`src/design/rtc_core_pkg.sv`:
```
//------------------------------------------------------------
// Purpose: Shared constants for the timekeeping core
// Assumes: 32,768 Hz time base, 20 byte register map
// Notes: Offsets are byte addresses of the serial pointer
//------------------------------------------------------------
package rtc_core_pkg;

  // ----------------------------------------------------------
  // Register offsets
  // ----------------------------------------------------------
  localparam logic [7:0] FRACTION_SECONDS = 8'h00;
  localparam logic [7:0] SECONDS_WITH_OSC_HALT = 8'h01;
  localparam logic [7:0] MINUTES = 8'h02;
  localparam logic [7:0] CENTURY_AND_HOURS = 8'h03;
  localparam logic [7:0] DAY_OF_WEEK = 8'h04;
  localparam logic [7:0] DAY_OF_MONTH = 8'h05;
  localparam logic [7:0] MONTH = 8'h06;
  localparam logic [7:0] YEAR = 8'h07;
  localparam logic [7:0] CONTROL_CALIBRATION = 8'h08;
  localparam logic [7:0] WATCHDOG_TIMEOUT = 8'h09;
  localparam logic [7:0] ALARM_MONTH_ENABLES = 8'h0a;
  localparam logic [7:0] ALARM_DATE = 8'h0b;
  localparam logic [7:0] ALARM_HOUR = 8'h0c;
  localparam logic [7:0] ALARM_MINUTES = 8'h0d;
  localparam logic [7:0] ALARM_SECONDS = 8'h0e;
  localparam logic [7:0] EVENT_FLAGS = 8'h0f;
  localparam logic [7:0] RESERVED_A = 8'h10;
  localparam logic [7:0] RESERVED_C = 8'h12;
  localparam logic [7:0] SQUARE_WAVE_RATE = 8'h13;
  localparam logic [7:0] LAST_TIME_REG = 8'h07;

  // ----------------------------------------------------------
  // Field positions
  // ----------------------------------------------------------
  localparam int OSC_HALT_POS = 7;        // In seconds register
  localparam int CENTURY_ENABLE_POS = 7;  // In century/hours
  localparam int CENTURY_FLAG_POS = 6;
  localparam int PIN_LEVEL_POS = 7;       // In control register
  localparam int FREQ_TEST_POS = 6;
  localparam int CAL_SIGN_POS = 5;
  localparam int CAL_MAG_MSB = 4;
  localparam int ALARM_IRQ_EN_POS = 7;    // In alarm month
  localparam int SQW_ENABLE_POS = 6;
  localparam int ALARM_BACKUP_EN_POS = 5;
  localparam int FREEZE_POS = 6;          // In alarm hour
  localparam int REPEAT_POS = 7;          // In alarm date..seconds
  localparam int REPEAT5_POS = 6;         // In alarm date
  localparam int WDOG_FLAG_POS = 7;       // In flags
  localparam int ALARM_FLAG_POS = 6;

  // ----------------------------------------------------------
  // Reset values
  // ----------------------------------------------------------
  localparam logic [7:0] SECONDS_RESET = 8'h80;
  localparam logic [7:0] CONTROL_RESET = 8'h80;
  localparam logic [7:0] ALARM_HOUR_RESET = 8'h40;
  localparam logic [7:0] CALENDAR_RESET = 8'h01;

  // ----------------------------------------------------------
  // Time base and calibration
  // ----------------------------------------------------------
  localparam int OSC_HZ = 32768;
  localparam int FREQ_TEST_HZ = 512;
  localparam int FT_HALF_TICKS = OSC_HZ / (2 * FREQ_TEST_HZ);
  localparam int FT_BIT = $clog2(FT_HALF_TICKS);
  localparam logic [15:0] TICKS_PER_SECOND = 16'(OSC_HZ);
  localparam logic [15:0] CAL_SHORTEN = 16'd128;
  localparam logic [15:0] CAL_LENGTHEN = 16'd256;

  // Writable bits of each register
  function automatic logic [7:0] wr_mask(input logic [7:0] a);
    if (a == FRACTION_SECONDS) wr_mask = 8'h00;
    else if (a == MINUTES) wr_mask = 8'h7f;
    else if (a == DAY_OF_WEEK) wr_mask = 8'h07;
    else if (a == DAY_OF_MONTH) wr_mask = 8'h3f;
    else if (a == MONTH) wr_mask = 8'h1f;
    else if (a == WATCHDOG_TIMEOUT) wr_mask = 8'h7f;
    else if (a == SQUARE_WAVE_RATE) wr_mask = 8'hf0;
    else if (a >= EVENT_FLAGS) wr_mask = 8'h00;
    else wr_mask = 8'hff;
  endfunction

endpackage

```
`src/design/rtc_calibration_alarm_core.sv`:
```
//------------------------------------------------------------
// Purpose: Timekeeping, calibration, alarm and output pin core
// Assumes: A serial protocol engine feeds byte level strobes
// Notes: All state sits in one struct, registered once
//------------------------------------------------------------
// How it works
// RL1: Power failure sets freeze bit, user copy frozen
// RL2: Copying resumes once master clears freeze bit
// RL3: Twenty registers; user copies refreshed together
// RL4: Time register write resets divider chain
// RL5: Clock-range access suspends transfer until stop; here only while the pointer stays at 0-7
// RL6: Time and alarm BCD, others binary
// RL7: Calibration adds/removes pulses at divide-by-256
// RL8: Control bits 4:0 magnitude, bit5 sign
// RL9: 64 minute cycle, -128 or +256 cycles
// RL10: Magnitude N corrects first 2N minutes
// RL11: Pin toggles 512 Hz in frequency test
// RL12: Test output taken before calibration adjustment
// RL13: Power-down clears frequency test bit
// RL14: Pin is open drain, never driven high
// RL15: Alarm match sets flag, may pull pin
// RL16: Repeat bits select matched time fields
// RL17: Undefined repeat codes act once per second
// RL18: Pointer on flags defers alarm event
// RL19: Flags read releases pin, second read shows
// RL20: On battery, pin needs backup and irq enables
// RL21: Flag bits read-only to the master
// RL22: Control bits at their documented positions
// RL23: Halt bit stops oscillator, clear restarts it
// RL24: Century flag toggles on rollover when enabled
// RL25: Pointer advances only on acknowledge clock
// RL26: Otherwise pin follows output level bit
// RL27: Alarm compared once per seconds update
`timescale 1ns/1ps

module rtc_calibration_alarm_core (
  input wire logic i_clk,
  input wire logic i_rst,
  input wire logic i_ce,
  input wire logic i_osc_32k,
  input wire logic i_power_fail,
  input wire logic i_on_battery,
  input wire logic i_bus_start,
  input wire logic i_bus_stop,
  input wire logic i_ptr_load,
  input wire logic [7:0] i_ptr_value,
  input wire logic i_wr_strobe,
  input wire logic [7:0] i_wr_data,
  input wire logic i_byte_ack,
  input wire logic i_reading,
  input wire logic i_watchdog_expired,
  input wire logic i_sqw_level,
  input wire logic i_irq_pin_in,
  output logic [7:0] o_rd_data,
  output logic [7:0] o_ptr,
  output logic o_irq_pin_out,
  output logic o_irq_pin_oe
);

  // ----------------------------------------------------------
  // State
  // ----------------------------------------------------------
  typedef struct packed {
    logic [2:0] osc_sync;
    logic [2:0] pf_sync;
    logic [2:0] bat_sync;
    logic osc_lvl;
    logic pf_lvl;
    logic bat_lvl;
    logic [15:0] presc;
    logic [5:0] ft_div;
    logic [5:0] cal_min;
    logic [7:0][7:0] tm;
    logic [19:0][7:0] regs;
    logic bus_active;
    logic [7:0] ptr;
    logic alarm_pend;
    logic irq_active;
    logic [7:0] rd_data;
    logic pin_low;
    logic pin_seen;
  } state_t;

  state_t st;
  state_t next_st;

  // ----------------------------------------------------------
  // Helpers
  // ----------------------------------------------------------
  // BCD increment with wrap; top bit is the carry
  function automatic logic [8:0] bcd_step(input logic [7:0] v, input logic [7:0] lo,
                                          input logic [7:0] hi);
    if (v >= hi) bcd_step = {1'b1, lo};
    else if (v[3:0] == 4'h9) bcd_step = {1'b0, v[7:4] + 4'h1, 4'h0};
    else bcd_step = {1'b0, v + 8'h01};
  endfunction

  // Last day of a BCD month, leap years by BCD year
  function automatic logic [7:0] month_days(input logic [7:0] m, input logic [7:0] y);
    logic leap;
    leap = y[4] ? (y[3:0] == 4'h2 || y[3:0] == 4'h6)
                : (y[3:0] == 4'h0 || y[3:0] == 4'h4 || y[3:0] == 4'h8);
    if (m == 8'h02) month_days = leap ? 8'h29 : 8'h28;
    else if (m == 8'h04 || m == 8'h06 || m == 8'h09 || m == 8'h11) month_days = 8'h30;
    else month_days = 8'h31;
  endfunction

  // ----------------------------------------------------------
  // Decoded controls
  // ----------------------------------------------------------
  logic osc_halt;
  logic freq_test;
  logic pin_level;
  logic cal_sign;
  logic [4:0] cal_mag;
  logic alarm_irq_en;
  logic sqw_enable;
  logic alarm_backup_en;
  logic freeze;
  logic [4:0] repeat_bits;
  logic wdog_nonzero;
  logic osc_rise;
  logic pf_rise;
  logic cal_active;
  logic [15:0] second_end;
  logic second_tick;
  logic xfer_hold;
  logic [22:0] frac_prod;
  logic [7:0] frac_bin;
  logic [7:0] frac_bcd;
  logic [7:0] next_ptr;
  logic flags_read;

  // Control fields in their register positions
  always_comb begin
    osc_halt = st.regs[rtc_core_pkg::SECONDS_WITH_OSC_HALT][rtc_core_pkg::OSC_HALT_POS]; // RL22
    freq_test = st.regs[rtc_core_pkg::CONTROL_CALIBRATION][rtc_core_pkg::FREQ_TEST_POS]; // RL22
    pin_level = st.regs[rtc_core_pkg::CONTROL_CALIBRATION][rtc_core_pkg::PIN_LEVEL_POS];
    cal_sign = st.regs[rtc_core_pkg::CONTROL_CALIBRATION][rtc_core_pkg::CAL_SIGN_POS]; // RL8
    cal_mag = st.regs[rtc_core_pkg::CONTROL_CALIBRATION][rtc_core_pkg::CAL_MAG_MSB:0]; // RL8
    alarm_irq_en = st.regs[rtc_core_pkg::ALARM_MONTH_ENABLES][rtc_core_pkg::ALARM_IRQ_EN_POS]; // RL22
    sqw_enable = st.regs[rtc_core_pkg::ALARM_MONTH_ENABLES][rtc_core_pkg::SQW_ENABLE_POS]; // RL22
    alarm_backup_en = st.regs[rtc_core_pkg::ALARM_MONTH_ENABLES][rtc_core_pkg::ALARM_BACKUP_EN_POS];
    freeze = st.regs[rtc_core_pkg::ALARM_HOUR][rtc_core_pkg::FREEZE_POS];
    repeat_bits = {st.regs[rtc_core_pkg::ALARM_DATE][rtc_core_pkg::REPEAT5_POS],
                   st.regs[rtc_core_pkg::ALARM_DATE][rtc_core_pkg::REPEAT_POS],
                   st.regs[rtc_core_pkg::ALARM_HOUR][rtc_core_pkg::REPEAT_POS],
                   st.regs[rtc_core_pkg::ALARM_MINUTES][rtc_core_pkg::REPEAT_POS],
                   st.regs[rtc_core_pkg::ALARM_SECONDS][rtc_core_pkg::REPEAT_POS]};
    wdog_nonzero = st.regs[rtc_core_pkg::WATCHDOG_TIMEOUT] != 8'h00;
  end

  // Filtered pin edges: second and third stages must agree
  assign osc_rise = (st.osc_sync[1] == st.osc_sync[2]) && st.osc_sync[2] && !st.osc_lvl;
  assign pf_rise = (st.pf_sync[1] == st.pf_sync[2]) && st.pf_sync[2] && !st.pf_lvl;

  // Corrected second length for this second
  always_comb begin
    cal_active = ({1'b0, st.cal_min} < {1'b0, cal_mag, 1'b0}) && (cal_mag != 5'd0) // RL10
                 && (st.tm[rtc_core_pkg::SECONDS_WITH_OSC_HALT][6:0] == 7'h00); // RL9
    if (!cal_active) second_end = rtc_core_pkg::TICKS_PER_SECOND;
    else if (cal_sign) second_end = rtc_core_pkg::TICKS_PER_SECOND - rtc_core_pkg::CAL_SHORTEN; // RL7
    else second_end = rtc_core_pkg::TICKS_PER_SECOND + rtc_core_pkg::CAL_LENGTHEN; // RL7
  end

  // Halted oscillator produces no ticks
  assign second_tick = osc_rise && !osc_halt && (st.presc + 16'd1 >= second_end); // RL23

  // Clock-range access holds the user copy steady
  assign xfer_hold = st.bus_active && (st.ptr <= rtc_core_pkg::LAST_TIME_REG); // RL5

  // Hundredths of a second from the divider phase
  always_comb begin
    frac_prod = 23'(st.presc) * 23'd100;
    frac_bin = (frac_prod[22:15] > 8'd99) ? 8'd99 : frac_prod[22:15];
    frac_bcd = {4'(frac_bin / 8'd10), 4'(frac_bin % 8'd10)}; // RL6
  end

  // Pointer advance with wrap past the last register
  assign next_ptr = (st.ptr >= rtc_core_pkg::SQUARE_WAVE_RATE) ? 8'h00 : st.ptr + 8'h01;
  assign flags_read = i_byte_ack && i_reading && (st.ptr == rtc_core_pkg::EVENT_FLAGS);

  // ----------------------------------------------------------
  // Next state
  // ----------------------------------------------------------
  always_comb begin
    logic [8:0] s;
    logic [8:0] mi;
    logic [8:0] h;
    logic [8:0] dw;
    logic [8:0] dt;
    logic [8:0] mo;
    logic [8:0] yr;
    logic m_sec;
    logic m_min;
    logic m_hour;
    logic m_date;
    logic m_mon;
    logic match;
    s = '0;
    mi = '0;
    h = '0;
    dw = '0;
    dt = '0;
    mo = '0;
    yr = '0;
    m_sec = 1'b0;
    m_min = 1'b0;
    m_hour = 1'b0;
    m_date = 1'b0;
    m_mon = 1'b0;
    match = 1'b0;
    next_st = st;

    // Input synchronisers and filtered levels
    next_st.osc_sync = {st.osc_sync[1:0], i_osc_32k};
    next_st.pf_sync = {st.pf_sync[1:0], i_power_fail};
    next_st.bat_sync = {st.bat_sync[1:0], i_on_battery};
    if (st.osc_sync[1] == st.osc_sync[2]) next_st.osc_lvl = st.osc_sync[2];
    if (st.pf_sync[1] == st.pf_sync[2]) next_st.pf_lvl = st.pf_sync[2];
    if (st.bat_sync[1] == st.bat_sync[2]) next_st.bat_lvl = st.bat_sync[2];

    // Free test divider, ahead of any calibration
    if (osc_rise) next_st.ft_div = st.ft_div + 6'd1; // RL12

    // Divider chain with calibrated second length
    if (osc_rise && !osc_halt) begin // RL23
      next_st.presc = second_tick ? 16'd0 : st.presc + 16'd1; // RL7
    end

    // Calendar counters on each second
    if (second_tick) begin
      s = bcd_step({1'b0, st.tm[1][6:0]}, 8'h00, 8'h59); // RL6
      next_st.tm[1][6:0] = s[6:0];
      if (s[8]) begin
        mi = bcd_step(st.tm[2], 8'h00, 8'h59);
        next_st.tm[2] = mi[7:0];
        next_st.cal_min = st.cal_min + 6'd1; // RL9
      end
      if (s[8] && mi[8]) begin
        h = bcd_step({2'b00, st.tm[3][5:0]}, 8'h00, 8'h23);
        next_st.tm[3][5:0] = h[5:0];
      end
      if (s[8] && mi[8] && h[8]) begin
        dw = bcd_step(st.tm[4], 8'h01, 8'h07);
        next_st.tm[4] = dw[7:0];
        dt = bcd_step(st.tm[5], 8'h01, month_days(st.tm[6], st.tm[7]));
        next_st.tm[5] = dt[7:0];
      end
      if (s[8] && mi[8] && h[8] && dt[8]) begin
        mo = bcd_step(st.tm[6], 8'h01, 8'h12);
        next_st.tm[6] = mo[7:0];
      end
      if (s[8] && mi[8] && h[8] && dt[8] && mo[8]) begin
        yr = bcd_step(st.tm[7], 8'h00, 8'h99);
        next_st.tm[7] = yr[7:0];
        if (yr[8] && st.tm[3][rtc_core_pkg::CENTURY_ENABLE_POS]) begin
          next_st.tm[3][rtc_core_pkg::CENTURY_FLAG_POS] = !st.tm[3][rtc_core_pkg::CENTURY_FLAG_POS]; // RL24
        end
      end

      // Alarm compare on the new time, once per second
      m_sec = next_st.tm[1][6:0] == st.regs[rtc_core_pkg::ALARM_SECONDS][6:0]; // RL27
      m_min = next_st.tm[2][6:0] == st.regs[rtc_core_pkg::ALARM_MINUTES][6:0];
      m_hour = next_st.tm[3][5:0] == st.regs[rtc_core_pkg::ALARM_HOUR][5:0];
      m_date = next_st.tm[5][5:0] == st.regs[rtc_core_pkg::ALARM_DATE][5:0];
      m_mon = next_st.tm[6][4:0] == st.regs[rtc_core_pkg::ALARM_MONTH_ENABLES][4:0];
      case (repeat_bits) // RL16
        5'b11110: match = m_sec;
        5'b11100: match = m_sec && m_min;
        5'b11000: match = m_sec && m_min && m_hour;
        5'b10000: match = m_sec && m_min && m_hour && m_date;
        5'b00000: match = m_sec && m_min && m_hour && m_date && m_mon;
        default: match = 1'b1; // RL17
      endcase
    end

    // Bus session tracking and pointer
    if (i_bus_start) next_st.bus_active = 1'b1;
    if (i_bus_stop) next_st.bus_active = 1'b0; // RL5
    if (i_ptr_load) next_st.ptr = i_ptr_value;
    else if (i_byte_ack) next_st.ptr = next_ptr; // RL25

    // Simultaneous refresh of all user time copies
    if (!freeze && !xfer_hold) begin // RL1 RL2 RL5
      for (int i = 1; i <= 7; i++) begin
        next_st.regs[i] = next_st.tm[i]; // RL3
      end
      next_st.regs[rtc_core_pkg::FRACTION_SECONDS] = frac_bcd;
    end

    // Master writes; time writes reach both copies
    if (i_wr_strobe && (st.ptr <= rtc_core_pkg::SQUARE_WAVE_RATE)) begin
      next_st.regs[st.ptr[4:0]] = (st.regs[st.ptr[4:0]] & ~rtc_core_pkg::wr_mask(st.ptr))
                                  | (i_wr_data & rtc_core_pkg::wr_mask(st.ptr)); // RL21
      if (st.ptr <= rtc_core_pkg::LAST_TIME_REG) begin
        next_st.tm[st.ptr[2:0]] = i_wr_data & rtc_core_pkg::wr_mask(st.ptr);
        next_st.presc = 16'd0; // RL4
      end
    end

    // Flags read releases pin and clears flags
    if (flags_read) begin
      next_st.irq_active = 1'b0; // RL19
      next_st.regs[rtc_core_pkg::EVENT_FLAGS] = 8'h00; // RL19
    end

    // Watchdog event from the timer block; set wins
    if (i_watchdog_expired) next_st.regs[rtc_core_pkg::EVENT_FLAGS][rtc_core_pkg::WDOG_FLAG_POS] = 1'b1;

    // Alarm event deferred while pointer rests on flags
    if (match) next_st.alarm_pend = 1'b1;
    if ((match || st.alarm_pend) && (st.ptr != rtc_core_pkg::EVENT_FLAGS)) begin // RL18
      next_st.alarm_pend = 1'b0;
      next_st.regs[rtc_core_pkg::EVENT_FLAGS][rtc_core_pkg::ALARM_FLAG_POS] = 1'b1; // RL15
      next_st.irq_active = 1'b1;
    end

    // Power failure: freeze user copy, drop test mode
    if (pf_rise) begin
      next_st.regs[rtc_core_pkg::ALARM_HOUR][rtc_core_pkg::FREEZE_POS] = 1'b1; // RL1
      next_st.regs[rtc_core_pkg::CONTROL_CALIBRATION][rtc_core_pkg::FREQ_TEST_POS] = 1'b0; // RL13
      next_st.regs[rtc_core_pkg::WATCHDOG_TIMEOUT] = 8'h00;
    end

    // Output pin source selection
    if (st.bat_lvl) next_st.pin_low = st.irq_active && alarm_backup_en && alarm_irq_en; // RL20
    else if (sqw_enable) next_st.pin_low = !i_sqw_level;
    else if (alarm_irq_en) next_st.pin_low = st.irq_active; // RL15
    else if (wdog_nonzero) next_st.pin_low = st.regs[rtc_core_pkg::EVENT_FLAGS][rtc_core_pkg::WDOG_FLAG_POS];
    else if (freq_test) next_st.pin_low = !osc_halt && !st.ft_div[rtc_core_pkg::FT_BIT]; // RL11
    else next_st.pin_low = !pin_level; // RL26

    // Read data at the current pointer
    next_st.rd_data = (st.ptr > rtc_core_pkg::SQUARE_WAVE_RATE) ? 8'h00 : st.regs[st.ptr[4:0]];
    next_st.pin_seen = i_irq_pin_in;
  end

  // ----------------------------------------------------------
  // State register
  // ----------------------------------------------------------
  always_ff @(posedge i_clk or posedge i_rst) begin
    if (i_rst) begin
      st <= '0;
      st.tm[1] <= rtc_core_pkg::SECONDS_RESET;
      st.tm[4] <= rtc_core_pkg::CALENDAR_RESET;
      st.tm[5] <= rtc_core_pkg::CALENDAR_RESET;
      st.tm[6] <= rtc_core_pkg::CALENDAR_RESET;
      st.regs[1] <= rtc_core_pkg::SECONDS_RESET;
      st.regs[4] <= rtc_core_pkg::CALENDAR_RESET;
      st.regs[5] <= rtc_core_pkg::CALENDAR_RESET;
      st.regs[6] <= rtc_core_pkg::CALENDAR_RESET;
      st.regs[8] <= rtc_core_pkg::CONTROL_RESET;
      st.regs[12] <= rtc_core_pkg::ALARM_HOUR_RESET;
    end else if (i_ce) begin
      st <= next_st;
    end
  end

  // ----------------------------------------------------------
  // Outputs
  // ----------------------------------------------------------
  // Open drain: only ever pulls low
  assign o_irq_pin_out = 1'b0; // RL14
  assign o_irq_pin_oe = st.pin_low; // RL14
  assign o_rd_data = st.rd_data;
  assign o_ptr = st.ptr;

endmodule // rtc_calibration_alarm_core

```
`config.mk`:
```
export PLATFORM = sky130hd
export DESIGN_NAME = rtc_calibration_alarm_core
export DESIGN_NICKNAME = d
export VERILOG_FILES = /design/src/design/rtc_core_pkg.sv /design/src/design/rtc_calibration_alarm_core.sv
export SDC_FILE = /design/constraint.sdc
export NUM_CORES = 1
export LEC_CHECK = 0
export ABC_AREA = 1
export BUFFER_PORTS_ARGS = -buffer_cell sky130_fd_sc_hd__buf_2
export CAP_MARGIN = 5
export CORE_ASPECT_RATIO = 1.1
export CORE_UTILIZATION = 45
export CTS_BUF_LIST = sky130_fd_sc_hd__clkbuf_8
export CTS_CLUSTER_SIZE = 28
export DETAILED_ROUTE_END_ITERATION = 7
export SETUP_SLACK_MARGIN = 0.5
export SLEW_MARGIN = 15
export SYNTH_ARGS = -nofsm -noshare
export SYNTH_HDL_FRONTEND = slang
export SYNTH_SLANG_ARGS = --single-unit
```
`constraint.sdc`:
```
create_clock -name i_clk -period 8.53 [get_ports i_clk]
set_input_delay 0.4265 -clock i_clk [delete_from_list [all_inputs] [get_ports i_clk]]
set_output_delay 0.4265 -clock i_clk [all_outputs]
set_load 0.005 [all_outputs]
```
==> tab_implementation.tex, run 1 <==
\begin{tabular}{lr}
\hline
Metric & Value \\
\hline
\multicolumn{2}{l}{\textbf{Clocking}} \\
\quad Clock edge transition at the registers on the reported setup and hold paths & 60 ps \\
\quad Clock tree root buffer cell & clkbuf\_8 \\
\quad Clock Latency Late Sink & 640 ps \\
\quad Post-CTS setup buffer count & 0 \\
\quad CTS H-tree depth & 2 \\
\quad TritonCTS buffer count & 52 \\
\quad TritonCTS clock tree & done \\
\quad Clock net sink count & 276 \\
\quad Clock Path Buffers & 3 \\
\multicolumn{2}{l}{\textbf{Pwr}} \\
\quad P\_leak & 9.717 nW \\
\quad Pwr per Cell Area & 300.4 nW/um2 \\
\quad Power, Total & 6.251 mW \\
\quad Maximum resistive drop on vdd & 199.9 uV \\
\multicolumn{2}{l}{\textbf{Route}} \\
\quad Number of routed nets with antenna violations & 0 \\
\quad Remaining DRCs & 0 \\
\quad Routed via count divided by cell count & 5.742 \\
\quad Met3 wire length & 4.253 mm \\
\quad Initial DRT Pass Iterations & 5 \\
\quad Average wire length per cell after detail routing & 19.67 um \\
\quad Wl on met1 & 27.77 mm \\
\quad Via total after detailed routing & 18370 \\
\quad Routed length on met2 & 28.55 mm \\
\quad DRT Wirelength & 62.92 mm \\
\quad DRT iter0 DRCs & 1673 \\
\quad DR top layer & met4 \\
\multicolumn{2}{l}{\textbf{Min path}} \\
\quad Type of the worst min-delay path & primary input to flop \\
\quad Min-delay src & i\_ptr\_value[5] \\
\multicolumn{2}{l}{\textbf{Synth}} \\
\quad Post-synthesis area per instance & 7.338 um2 \\
\quad Most frequently used flop master after synthesis & dfrtp\_1 \\
\quad Cell area after technology mapping & 19100 um2 \\
\quad \#FFs+latches synth & 276 \\
\quad Post-Synthesis Cells & 2603 \\
\quad Fraction of synthesized cell area taken by the top area cell type & 34.85\% \\
\quad Count leader, synth & nand2\_1 \\
\quad Share of flip-flops with an asynchronous set or reset & 100.0\% \\
\quad Sequential fraction of the synthesis area & 36.22\% \\
\quad Largest cells by area after synthesis & dfrtp\_1, o21ai\_0, nand2\_1 \\
\quad Number of different library cells in the post-synthesis netlist & 63 \\
\quad Post-synth EDFFs & 0 \\
\quad Cell taking the most area after synthesis & dfrtp\_1 \\
\quad Post-synthesis net count & 2746 \\
\quad Number of warning messages in the yosys log & 0 \\
\quad Most frequent cells after synthesis & nand2\_1, o21ai\_0, inv\_1 \\
\multicolumn{2}{l}{\textbf{Job}} \\
\quad \# Max-Cap Violations & 0 \\
\multicolumn{2}{l}{\textbf{Finish}} \\
\quad Post-route standard cell area excluding fillers & 20810 um2 \\
\quad Area Overhead vs Synth & 8.935\% \\
\quad Fraction of final layout cells sized beyond drive strength 1 & 8.526\% \\
\quad Fillcell total & 4237 \\
\quad Non-filler instance count after layout & 3199 \\
\quad \# diodes & 0 \\
\quad \# nets final & 2743 \\
\quad Fin util & 50.05\% \\
\multicolumn{2}{l}{\textbf{Die}} \\
\quad Standard-cell row count & 78 \\
\quad Initial standard-cell utilization of the core & 45.94\% \\
\quad Die ar. & 43270 um2 \\
\quad Die outline width & 198.4 um \\
\quad Die height & 218.1 um \\
\quad Total I/O pin count & 49 \\
\quad Area of the core region & 41570 um2 \\
\multicolumn{2}{l}{\textbf{Place}} \\
\quad IO buf count & 46 \\
\quad Cell total after placement & 3101 \\
\quad Final weighted congestion of routability-driven global placement & 0.9265 \\
\quad Standard cell area after detailed placement & 19660 um2 \\
\quad Placement-stage worst setup slack & 3571 ps \\
\quad Hpwl dp & 44.59 mm \\
\multicolumn{2}{l}{\textbf{Worst setup path}} \\
\quad Biggest fanout along the worst timing path & 43 \\
\quad Startpoint of the most critical setup path & cal\_mag[1] \\
\quad Startpoint kind of the worst setup timing path & flop \\
\quad Reg-to-Reg Start & cal\_mag[1] \\
\quad Type of the setup path with the least slack & flop to flop \\
\quad Arrival time reported for the critical path endpoint & 5540 ps \\
\quad Critical path data required time & 9050 ps \\
\quad Crit. End Element & flop \\
\multicolumn{2}{l}{\textbf{Global route}} \\
\quad Via count of the first global-routing pass & 17000 \\
\quad Pin count of the biggest net entering global routing & 170 \\
\quad Global-route total usage across every layer & 29.53\% \\
\quad Wire length of the first global-routing pass & 97.97 mm \\
\quad Global-route congestion overflow total & 0 \\
\quad Initial antenna violation count & 0 \\
\multicolumn{2}{l}{\textbf{STA}} \\
\quad Fin Hold WS & 44.27 ps \\
\quad Setup skew after layout & 38.95 ps \\
\quad Max transition margin & 21.41\% \\
\quad Finish-stage setup viols & 0 \\
\quad Unrepaired setup endpoints after global routing & false \\
\quad Measured slew at the worst slew-check pin & 1169 ps \\
\quad Setup TNS & 0 ps \\
\quad Number of endpoints with negative hold slack in the final report & 0 \\
\quad Final cycle utilization of the critical path & 58.79\% \\
\quad Clock period minus final worst setup slack & 5015 ps \\
\quad Minimum setup slack in the final design & 3515 ps \\
\quad Maximum operating frequency & 0.1994 GHz \\
\quad Pins Over Slew Limit & 0 \\
\multicolumn{2}{l}{\textbf{Status}} \\
\quad Run status & finished, final reports clean \\
\hline
\end{tabular}
==> worst max-delay path, cell delays in order (launching register included) <==
cell and delay, ps:
dfrtp_1 370, inv_1 100, ha_1 230, o21a_1 110, o21a_1 160, o21a_1 160, o21ai_0 130, o311ai_0 220
nor2_1 290, inv_1 190, ha_1 360, a21oi_1 140, o21ai_0 100, a21oi_1 140, o21ai_0 100, nand2_1 70
buf_4 370, inv_2 430, nor3_2 910, o211ai_1 190, o21ai_0 130
==> final cells by class <==
cell class | count | area [um2] | area share (%)
Clock buffer | 71 | 977.2 | 4.696
Clock inverter | 22 | 118.9 | 0.5713
Timing Repair Buffer | 70 | 441.7 | 2.123
Tap cell | 560 | 700.7 | 3.367
Inverter | 356 | 1345 | 6.464
Multi-Input combinational cell | 1844 | 10300 | 49.52
Sequential cell | 276 | 6919 | 33.25
==> per-layer routing <==
metal	vias to the layer above	track usage, %
li1	8775	-
met1	8761	40.75
met2	705	46.74
met3	127	3.774
met4	0	12.03
met5	-	0
==> kinds of logic (layout without fill, tap and decap cells) <==
group / Yosys count / in the layout / synth area share [%]
simple gates: 902 / 902 / 20.29
compound gates: 765 / 765 / 22.80
buf+inv: 483 / 519 / 9.976
flops: 276 / 276 / 36.22
fa+ha+maj: 112 / 112 / 7.730
xor+xnor: 61 / 61 / 2.797
mux: 3 / 3 / 0.1638
other cells: 1 / 1 / 0.01963
==> power breakdown <==
part	switching, mW	total, mW	internal [mW]
Combinational	2.02	3.02	1.00
Clock	0.612	1.38	0.766
Sequential	0.256	1.85	1.60
Total	2.89	6.25	3.36
==> layout by cell type (no fill, tap or decap), types with 12 or more instances in the layout <==
cell type  instances
inv_2             12
a31oi_1           21
xnor2_1           12
a21oi_1          143
ha_1             102
buf_2             45
o211ai_1          62
o21ai_0          386
o221ai_1          23
buf_4             18
inv_1            351
nand2_1          518
nor2_1           162
nand2_2           15
clkbuf_8          71
nand4_1           34
xor2_1            49
nor3_1            34
o22ai_1           72
dfrtp_1          266
nand3_1           94
==> sequential cells by signal, summed over array words and instances, names as in the netlist, 5 cells and up <==
register	flops
o_rd_data	8
o_ptr	8
repeat_bits	5
next_st	6
st	235
cal_mag	5
==> worst paths after layout <==
kind	end	slack (ps)	cells after the start
worst max-delay path	st[270]	3510	20
worst min-delay path	o_ptr[5]	40	3
worst max register to register	st[270]	3510	20
worst min register to register	next_st[277]	470	2
max in group asynchronous	st[168]	6640	4
min in group asynchronous	st[240]	430	3
==> timing repair <==
action | CTS | global route
gates resized for setup | 0 | 0
hold buffers | 5 | 0
hold endpoints to repair | 23 | 0
No activity file was read; power rests on OpenSTA's default activity.
==> run 2, diff against run 1 <==
--- a/config.mk
+++ b/config.mk
@@ -5,7 +5,7 @@
 export SDC_FILE = /design/constraint.sdc
 export NUM_CORES = 1
 export LEC_CHECK = 0
-export ABC_AREA = 1
+export ABC_AREA = 0
 export BUFFER_PORTS_ARGS = -buffer_cell sky130_fd_sc_hd__buf_2
 export CAP_MARGIN = 5
 export CORE_ASPECT_RATIO = 1.1
==> constraint.sdc (replaced) <==
create_clock -name i_clk -period 4.9 [get_ports i_clk]
set_input_delay 0.245 -clock i_clk [delete_from_list [all_inputs] [get_ports i_clk]]
set_output_delay 0.245 -clock i_clk [all_outputs]
set_load 0.005 [all_outputs]
==> run 2 against run 1 <==
Non-clock buffer count is 116 higher. Register-to-register slack got worse by 3200 ps. Sequential power is 92% higher. Largest power group unchanged. Cell count shrank 7.1%. Combinational power increased by 25%. Maximum frequency rose by 9.7%. Clock-buffer cell count down 6. Wire length rose by 12%.
==> tab_implementation.tex, run 2 <==
\begin{tabular}{lr}
\hline
Metric & Value \\
\hline
\multicolumn{2}{l}{\textbf{Status}} \\
\quad Run status & finished, final reports clean (unchanged) \\
\multicolumn{2}{l}{\textbf{Worst setup path}} \\
\quad Crit path max-delay cell type & fa\_1 (was nor3\_2) \\
\quad Cell Chain, Critical Path & ha\_4 > ha\_4 > fa\_1 > ha\_4 > a21oi\_4 > o221ai\_2 > a31o\_2 > or3\_4 > a21o\_1 > nor4\_4 > a211oi\_4 > a221oi\_4 > inv\_2 > ha\_4 > or4\_4 > o311ai\_2 (was inv\_1 > ha\_1 > o21a\_1 > o21a\_1 > o21a\_1 > o21ai\_0 > o311ai\_0 > nor2\_1 > inv\_1 > ha\_1 > a21oi\_1 > o21ai\_0 > a21oi\_1 > o21ai\_0 > nand2\_1 > buf\_4 > inv\_2 > nor3\_2 > o211ai\_1 > o21ai\_0) \\
\quad Crit. End Element & flop (unchanged) \\
\quad Max incr delay on CP & 550 ps (was 910 ps) \\
\quad Startpoint kind of the worst setup timing path & flop (unchanged) \\
\quad Worst reg-to-reg setup slack & 330 ps (was 3510 ps) \\
\quad Reg-to-Reg Start & st[260] (was cal\_mag[1]) \\
\quad Worst-case reg-to-reg path depth & 16 (was 20) \\
\quad Critical path data required time & 5440 ps (was 9050 ps) \\
\quad Crit Reg-Reg Endpoint & st[23] (was st[270]) \\
\quad Library cell appearing most often on the critical path & ha\_4 (was o21ai\_0) \\
\quad Critical path's top delay family & adder cells (was compound AO/OA/AOI/OAI gates) \\
\quad Type of the setup path with the least slack & flop to flop (unchanged) \\
\quad Arrival time reported for the critical path endpoint & 5120 ps (was 5540 ps) \\
\quad Biggest fanout along the worst timing path & 4 (was 43) \\
\quad CP bufs+invs & 1 (was 4) \\
\multicolumn{2}{l}{\textbf{Synth}} \\
\quad Sequential fraction of the synthesis area & 35.75\% (was 36.22\%) \\
\quad Post-synth EDFFs & 0 (unchanged) \\
\quad \#FFs+latches synth & 276 (unchanged) \\
\quad Number of warning messages in the yosys log & 0 (unchanged) \\
\quad Cell area after technology mapping & 19350 um2 (was 19100 um2) \\
\quad Post-synthesis area per instance & 8.488 um2 (was 7.338 um2) \\
\quad Cell taking the most area after synthesis & dfrtp\_1 (unchanged) \\
\quad Post-Synthesis Cells & 2280 (was 2603) \\
\quad Count leader, synth & nand2\_1 (unchanged) \\
\quad Most frequent cells after synthesis & nand2\_1, dfrtp\_1, o21ai\_0 (was nand2\_1, o21ai\_0, inv\_1) \\
\quad Largest cells by area after synthesis & dfrtp\_1, ha\_1, o21ai\_0 (was dfrtp\_1, o21ai\_0, nand2\_1) \\
\quad Most frequently used flop master after synthesis & dfrtp\_1 (unchanged) \\
\quad Number of different library cells in the post-synthesis netlist & 90 (was 63) \\
\quad Post-synthesis net count & 2423 (was 2746) \\
\quad Fraction of synthesized cell area taken by the top area cell type & 34.39\% (was 34.85\%) \\
\quad Share of flip-flops with an asynchronous set or reset & 100.0\% (unchanged) \\
\multicolumn{2}{l}{\textbf{Pwr}} \\
\quad Internal Pwr Total & 5.666 mW (was 3.364 mW) \\
\quad Part of the power in registers & 36.4\% (was 29.7\%) \\
\quad Switching share of power & 42.02\% (was 46.18\%) \\
\quad P\_sw & 4.106 mW (was 2.887 mW) \\
\quad Power, Total & 9.771 mW (was 6.251 mW) \\
\quad P\_leak & 9.701 nW (was 9.717 nW) \\
\quad Part of the total power dissipated in the clock network & 24.9\% (was 22.1\%) \\
\quad Combinational cell fraction of total power & 38.7\% (was 48.3\%) \\
\quad Maximum resistive drop on vdd & 269.4 uV (was 199.9 uV) \\
\quad Pwr per Cell Area & 426.9 nW/um2 (was 300.4 nW/um2) \\
\multicolumn{2}{l}{\textbf{Die}} \\
\quad Initial standard-cell utilization of the core & 45.64\% (was 45.94\%) \\
\quad Standard-cell row count & 79 (was 78) \\
\quad Die outline width & 199.7 um (was 198.4 um) \\
\quad Total I/O pin count & 49 (unchanged) \\
\quad Area of the core region & 42400 um2 (was 41570 um2) \\
\quad Die height & 219.5 um (was 218.1 um) \\
\quad Die ar. & 43840 um2 (was 43270 um2) \\
\multicolumn{2}{l}{\textbf{Clocking}} \\
\quad Clock Latency Late Sink & 670 ps (was 640 ps) \\
\quad Clock tree root buffer cell & clkbuf\_8 (unchanged) \\
\quad TritonCTS buffer count & 52 (unchanged) \\
\quad Clock edge transition at the registers on the reported setup and hold paths & 70 ps (was 60 ps) \\
\quad Clock Path Buffers & 3 (unchanged) \\
\quad CTS H-tree depth & 2 (unchanged) \\
\quad TritonCTS clock tree & done (unchanged) \\
\quad Clock net sink count & 276 (unchanged) \\
\multicolumn{2}{l}{\textbf{Global route}} \\
\quad Global-route total usage across every layer & 32.39\% (was 29.53\%) \\
\quad Initial antenna violation count & 2 (was 0) \\
\quad Wire length of the first global-routing pass & 107.3 mm (was 97.97 mm) \\
\quad Global-route congestion overflow total & 0 (unchanged) \\
\quad Pin count of the biggest net entering global routing & 174 (was 170) \\
\quad Via count of the first global-routing pass & 17670 (was 17000) \\
\multicolumn{2}{l}{\textbf{Route}} \\
\quad Initial DRT Pass Iterations & 6 (was 5) \\
\quad Average wire length per cell after detail routing & 23.73 um (was 19.67 um) \\
\quad DRT Wirelength & 70.54 mm (was 62.92 mm) \\
\quad DRT iter0 DRCs & 1709 (was 1673) \\
\quad Routed via count divided by cell count & 6.230 (was 5.742) \\
\quad Remaining DRCs & 0 (unchanged) \\
\quad Via total after detailed routing & 18520 (was 18370) \\
\quad Number of routed nets with antenna violations & 0 (unchanged) \\
\multicolumn{2}{l}{\textbf{Finish}} \\
\quad \# nets final & 2507 (was 2743) \\
\quad Fin util & 53.98\% (was 50.05\%) \\
\quad Post-route standard cell area excluding fillers & 22890 um2 (was 20810 um2) \\
\quad Commonest cells after routing, fill and taps aside & nand2\_1, dfrtp\_1, o21ai\_0 (was nand2\_1, o21ai\_0, inv\_1) \\
\quad Largest reg by FF count & st (unchanged) \\
\quad Leading cell type in the layout, fill and taps excluded & nand2\_1 (unchanged) \\
\quad Number of flip-flops in the largest register & 235 (unchanged) \\
\quad Area Overhead vs Synth & 18.28\% (was 8.935\%) \\
\quad Fraction of final layout cells sized beyond drive strength 1 & 19.88\% (was 8.526\%) \\
\quad Fillcell total & 3867 (was 4237) \\
\multicolumn{2}{l}{\textbf{STA}} \\
\quad Measured slew at the worst slew-check pin & 969.9 ps (was 1169 ps) \\
\quad Number of endpoints with negative hold slack in the final report & 0 (unchanged) \\
\quad Max transition margin & 34.84\% (was 21.41\%) \\
\quad Unrepaired setup endpoints after global routing & true (was false) \\
\quad Pins Over Slew Limit & 0 (unchanged) \\
\quad Final cycle utilization of the critical path & 93.32\% (was 58.79\%) \\
\quad Setup skew after layout & 49.07 ps (was 38.95 ps) \\
\quad Clock period minus final worst setup slack & 4573 ps (was 5015 ps) \\
\quad Maximum operating frequency & 0.2187 GHz (was 0.1994 GHz) \\
\quad Minimum setup slack in the final design & 327.2 ps (was 3515 ps) \\
\quad Fin Hold WS & 35.22 ps (was 44.27 ps) \\
\quad Finish-stage setup viols & 0 (unchanged) \\
\multicolumn{2}{l}{\textbf{Place}} \\
\quad Hpwl dp & 49.48 mm (was 44.59 mm) \\
\quad Final weighted congestion of routability-driven global placement & 1.020 (was 0.9265) \\
\quad Standard cell area after detailed placement & 20450 um2 (was 19660 um2) \\
\quad Placement-stage worst setup slack & -92.69 ps (was 3571 ps) \\
\quad IO buf count & 46 (unchanged) \\
\multicolumn{2}{l}{\textbf{Min path}} \\
\quad Type of the worst min-delay path & primary input to flop (unchanged) \\
\quad Min-delay src & i\_ce (was i\_ptr\_value[5]) \\
\quad Depth of the worst hold-timing path & 2 (was 3) \\
\quad Hold Path End & st[218] (was o\_ptr[5]) \\
\multicolumn{2}{l}{\textbf{Job}} \\
\quad \# Max-Cap Violations & 0 (unchanged) \\
\hline
\end{tabular}
[run 2: cell count changes after synthesis, moves of 23 or more]
cell      delta
nand2_1    -242
inv_1      -229
o21ai_0    -152
a22o_1      +46
o211ai_1    -46
mux2_2      +43
xor2_1      -34
nand3_1     -31
mux2i_1     +29
xnor2_1     +29
and3_1      +25
and2_1      +23
[run 2: timing repair]
action | 4_1_cts | 5_1_grt
hold endpoints to repair | 35 | 0
setup endpoints to repair | 11 | 95
pin swaps | 29 | 60
setup buffers | 20 | 27
gates resized for setup | 57 | 100
hold buffers | 19 | 0
[run 2: worst max path at each step]
stage | cells past startpoint | end | startpoint
after global routing | 17 | st[23] | st[268]
after detailed placement | 16 | st[23] | st[260]
after CTS | 16 | st[23] | st[260]
final | 16 | st[23] | st[260]
after global placement | 16 | st[23] | st[260]
after floorplan | 20 | st[23] | st[269]
[run 2: metal layers]
layer  up-vias  GRT usage [%]  wire [um]
li1       8494              -          -
met1      9065          44.46      30140
met2       778          48.87      31570
met3       185          6.030       5480
met4         0          15.93       3352
met5         -              0          0
[run 2: metrics by stage]
step / cells / setup TNS, ps
2_1_floorplan: 2280 / 0
3_3_place_gp: 2811 / 0
3_5_place_dp: 2811 / -92.69
4_1_cts: 2945 / 0
5_1_grt: 2972 / 0
6_report: 2973 / 0
[run 2: cell type report]
type	instances	area [um2]	area share, %
multi-input combinational	1736	12300	53.72
sequential	276	6937	30.30
clock inverter	30	211.5	0.9238
antenna	1	2.502	0.01093
inverter	112	426.7	1.864
timing repair buffer	186	1411	6.166
tap	567	709.4	3.099
clock buffer	65	894.6	3.908
[run 2: logic make-up after synthesis]
family | count (synthesis) | synth area share [%]
AND/OR/NAND/NOR | 720 | 17.33
other | 1 | 0.01938
XOR/XNOR | 56 | 2.534
AO/OA/AOI/OAI | 758 | 25.16
flip-flops | 276 | 35.75
buffers and inverters | 268 | 5.786
adder cells (fa/ha/maj) | 112 | 7.629
multiplexers | 89 | 5.793
[run 2: power by group through the flow]
| stage | clock [mW] | sequential [mW] | combinational, mW |
|---|---|---|---|
| 3_5_place_dp | 0 | 3.55 | 3.53 |
| 5_1_grt | 2.55 | 3.61 | 4.09 |
| 2_1_floorplan | 0 | 3.21 | 2.49 |
| 6_report | 2.43 | 3.55 | 3.79 |
| 3_3_place_gp | 0 | 3.54 | 3.47 |
| 4_1_cts | 2.46 | 3.52 | 3.58 |
==> run 3, diff against run 2 <==
--- a/config.mk
+++ b/config.mk
@@ -8,11 +8,14 @@
 export ABC_AREA = 0
 export BUFFER_PORTS_ARGS = -buffer_cell sky130_fd_sc_hd__buf_2
 export CAP_MARGIN = 5
+export CELL_PAD_IN_SITES_DETAIL_PLACEMENT = 1
+export CELL_PAD_IN_SITES_GLOBAL_PLACEMENT = 1
 export CORE_ASPECT_RATIO = 1.1
 export CORE_UTILIZATION = 45
 export CTS_BUF_LIST = sky130_fd_sc_hd__clkbuf_8
 export CTS_CLUSTER_SIZE = 28
 export DETAILED_ROUTE_END_ITERATION = 7
+export PLACE_DENSITY_LB_ADDON = 0.1
 export SETUP_SLACK_MARGIN = 0.5
 export SLEW_MARGIN = 15
 export SYNTH_ARGS = -nofsm -noshare
==> run 3 against run 2 <==
Sequential cell count stayed put. Worst hold slack better by 26 ps. Power is 2.8% higher. Sequential power hardly changed.
==> tab_implementation.tex, run 3 (same netlist as run 2, synthesis figures left out) <==
\begin{tabular}{lr}
\hline
Metric & Value \\
\hline
\multicolumn{2}{l}{\textbf{STA}} \\
\quad Unrepaired setup endpoints after global routing & true (unchanged) \\
\quad Maximum operating frequency & 0.2082 GHz (was 0.2187 GHz) \\
\quad Finish-stage setup viols & 0 (unchanged) \\
\quad Clock period minus final worst setup slack & 4803 ps (was 4573 ps) \\
\quad Number of endpoints with negative hold slack in the final report & 0 (unchanged) \\
\quad Setup skew after layout & 38.29 ps (was 49.07 ps) \\
\quad Max transition margin & 29.27\% (was 34.84\%) \\
\quad Pins Over Slew Limit & 0 (unchanged) \\
\quad Measured slew at the worst slew-check pin & 1057 ps (was 969.9 ps) \\
\quad Final cycle utilization of the critical path & 98.03\% (was 93.32\%) \\
\multicolumn{2}{l}{\textbf{Route}} \\
\quad Routed via count divided by cell count & 6.344 (was 6.230) \\
\quad Remaining DRCs & 0 (unchanged) \\
\quad DRT Wirelength & 78.32 mm (was 70.54 mm) \\
\quad Initial DRT Pass Iterations & 5 (was 6) \\
\quad DRT iter0 DRCs & 1426 (was 1709) \\
\quad Via total after detailed routing & 19220 (was 18520) \\
\quad Average wire length per cell after detail routing & 25.85 um (was 23.73 um) \\
\quad Number of routed nets with antenna violations & 0 (unchanged) \\
\multicolumn{2}{l}{\textbf{Global route}} \\
\quad Wire length of the first global-routing pass & 118.4 mm (was 107.3 mm) \\
\quad Global-route congestion overflow total & 0 (unchanged) \\
\quad Via count of the first global-routing pass & 19770 (was 17670) \\
\quad Initial antenna violation count & 0 (was 2) \\
\quad Global-route total usage across every layer & 35.79\% (was 32.39\%) \\
\quad Pin count of the biggest net entering global routing & 148 (was 174) \\
\multicolumn{2}{l}{\textbf{Min path}} \\
\quad Type of the worst min-delay path & primary input to flop (unchanged) \\
\quad Depth of the worst hold-timing path & 3 (was 2) \\
\multicolumn{2}{l}{\textbf{Worst setup path}} \\
\quad Cell Chain, Critical Path & ha\_2 > ha\_1 > inv\_1 > fa\_1 > inv\_1 > ha\_4 > nand2\_4 > nor3\_1 > a22oi\_2 > buf\_4 > o311ai\_4 > and4\_1 > a211oi\_2 > a221oi\_4 > inv\_2 > ha\_4 > or4\_4 > o311ai\_2 (was ha\_4 > ha\_4 > fa\_1 > ha\_4 > a21oi\_4 > o221ai\_2 > a31o\_2 > or3\_4 > a21o\_1 > nor4\_4 > a211oi\_4 > a221oi\_4 > inv\_2 > ha\_4 > or4\_4 > o311ai\_2) \\
\quad Arrival time reported for the critical path endpoint & 5360 ps (was 5120 ps) \\
\quad Biggest fanout along the worst timing path & 6 (was 4) \\
\quad Startpoint kind of the worst setup timing path & flop (unchanged) \\
\quad Crit. End Element & flop (unchanged) \\
\quad Critical path data required time & 5460 ps (was 5440 ps) \\
\quad Crit path max-delay cell type & or4\_4 (was fa\_1) \\
\quad Worst-case reg-to-reg path depth & 18 (was 16) \\
\quad Type of the setup path with the least slack & flop to flop (unchanged) \\
\quad Max incr delay on CP & 530 ps (was 550 ps) \\
\multicolumn{2}{l}{\textbf{Finish}} \\
\quad Leading cell type in the layout, fill and taps excluded & nand2\_1 (unchanged) \\
\quad \# nets final & 2565 (was 2507) \\
\quad Number of flip-flops in the largest register & 235 (unchanged) \\
\quad Fraction of final layout cells sized beyond drive strength 1 & 21.89\% (was 19.88\%) \\
\quad Fin util & 54.95\% (was 53.98\%) \\
\quad Commonest cells after routing, fill and taps aside & nand2\_1, dfrtp\_1, o21ai\_0 (unchanged) \\
\quad Area Overhead vs Synth & 20.40\% (was 18.28\%) \\
\quad Largest reg by FF count & st (unchanged) \\
\multicolumn{2}{l}{\textbf{Place}} \\
\quad Final weighted congestion of routability-driven global placement & 0.9575 (was 1.020) \\
\quad Hpwl dp & 55.50 mm (was 49.48 mm) \\
\quad IO buf count & 46 (unchanged) \\
\multicolumn{2}{l}{\textbf{Die}} \\
\quad Standard-cell row count & 79 (unchanged) \\
\quad Die outline width & 199.7 um (unchanged) \\
\quad Die ar. & 43840 um2 (unchanged) \\
\quad Total I/O pin count & 49 (unchanged) \\
\quad Die height & 219.5 um (unchanged) \\
\quad Initial standard-cell utilization of the core & 45.64\% (unchanged) \\
\quad Area of the core region & 42400 um2 (unchanged) \\
\multicolumn{2}{l}{\textbf{Clocking}} \\
\quad Clock Path Buffers & 3 (unchanged) \\
\quad Clock edge transition at the registers on the reported setup and hold paths & 60 ps (was 70 ps) \\
\quad CTS H-tree depth & 2 (unchanged) \\
\quad TritonCTS buffer count & 51 (was 52) \\
\quad Clock tree root buffer cell & clkbuf\_8 (unchanged) \\
\quad Clock net sink count & 276 (unchanged) \\
\quad TritonCTS clock tree & done (unchanged) \\
\quad Clock Latency Late Sink & 680 ps (was 670 ps) \\
\multicolumn{2}{l}{\textbf{Pwr}} \\
\quad Power, Total & 10.05 mW (was 9.771 mW) \\
\quad Pwr per Cell Area & 431.2 nW/um2 (was 426.9 nW/um2) \\
\quad P\_leak & 9.960 nW (was 9.701 nW) \\
\quad Maximum resistive drop on vdd & 298.8 uV (was 269.4 uV) \\
\multicolumn{2}{l}{\textbf{Job}} \\
\quad \# Max-Cap Violations & 0 (unchanged) \\
\multicolumn{2}{l}{\textbf{Status}} \\
\quad Run status & finished, final reports clean (unchanged) \\
\hline
\end{tabular}
-- run 3: cell types whose count changed in the layout (fill, tap and decap cells not counted), moves of 3 or more --
| cell | change |
|---|---|
| buf_4 | +62 |
| a22oi_2 | +3 |
| inv_1 | -9 |
| and3_1 | +3 |
| clkinv_2 | +4 |
| xnor2_2 | -3 |
| xnor2_1 | +3 |
| a22oi_1 | -3 |
| nand2_4 | +3 |
| nand2_2 | -3 |
-- run 3: final timing paths --
kind	endpoint	startpoint	slack (ps)
setup reg to reg	st[23]	st[266]	100
hold reg to reg	st[255]	st[255]	480
max in group asynchronous	o_ptr[2]	i_rst	3420
min in group asynchronous	st[208]	i_rst	190
setup / recovery	st[23]	st[266]	100
hold / removal	o_ptr[1]	i_ptr_load	60
-- run 3: area by class of cell --
class                           count  area, um2
Fill cell                        4885      19100
Multi-Input combinational cell   1737      12280
Sequential cell                   276       6935
Timing Repair Buffer              244       1814
Clock buffer                       67      922.1
Tap cell                          567      709.4
Inverter                          112      429.2
Clock inverter                     26      209.0
Antenna cell                        1      2.502
-- run 3: where the power goes --
part / switching [mW] / internal [mW] / leakage, nW
Clock: 1.13 / 1.39 / 0.626
Combinational: 2.44 / 1.51 / 5.79
Sequential: 0.714 / 2.87 / 3.54
-- run 3: metrics by stage --
stage	setup slack (ps)	setup TNS [ps]	area (um2)	hold WS (ps)	std cells
floorplan	406.4	0	19590	334.9	2280
global placement	59.90	0	20850	346.7	2868
detailed placement	-41.04	-41.04	20850	344.1	2868
CTS	198.9	0	22860	2.778	3009
global route	-33.82	-33.82	23300	66.79	3029
finish	96.56	0	23300	60.82	3030
-- run 3: metal layers --
layer	wire length, um	vias up	GRT usage (%)
met5	0	-	0
met1	31620	9729	44.46
met4	5037	0	21.37
met2	37540	639	58.46
li1	-	8618	-
met3	4127	236	5.770
-- run 3: repair_timing --
action	4_1_cts	5_1_grt
endpoints found under the setup margin	117	115
endpoints found under the hold margin	31	0
hold buffers	19	0
buffers inserted	28	20
resized for setup	84	67
gates cloned	1	0
pin swaps	48	35
-- run 3: worst max-delay path, delay by kind of cell, from the launching register on --
family | cells | cell delay (ps)
buffers and inverters | 4 | 380
DFF | 1 | 440
adders and majority gates | 5 | 1610
and+or+nand+nor | 4 | 1150
AOI/OAI and AO/OA | 5 | 1110
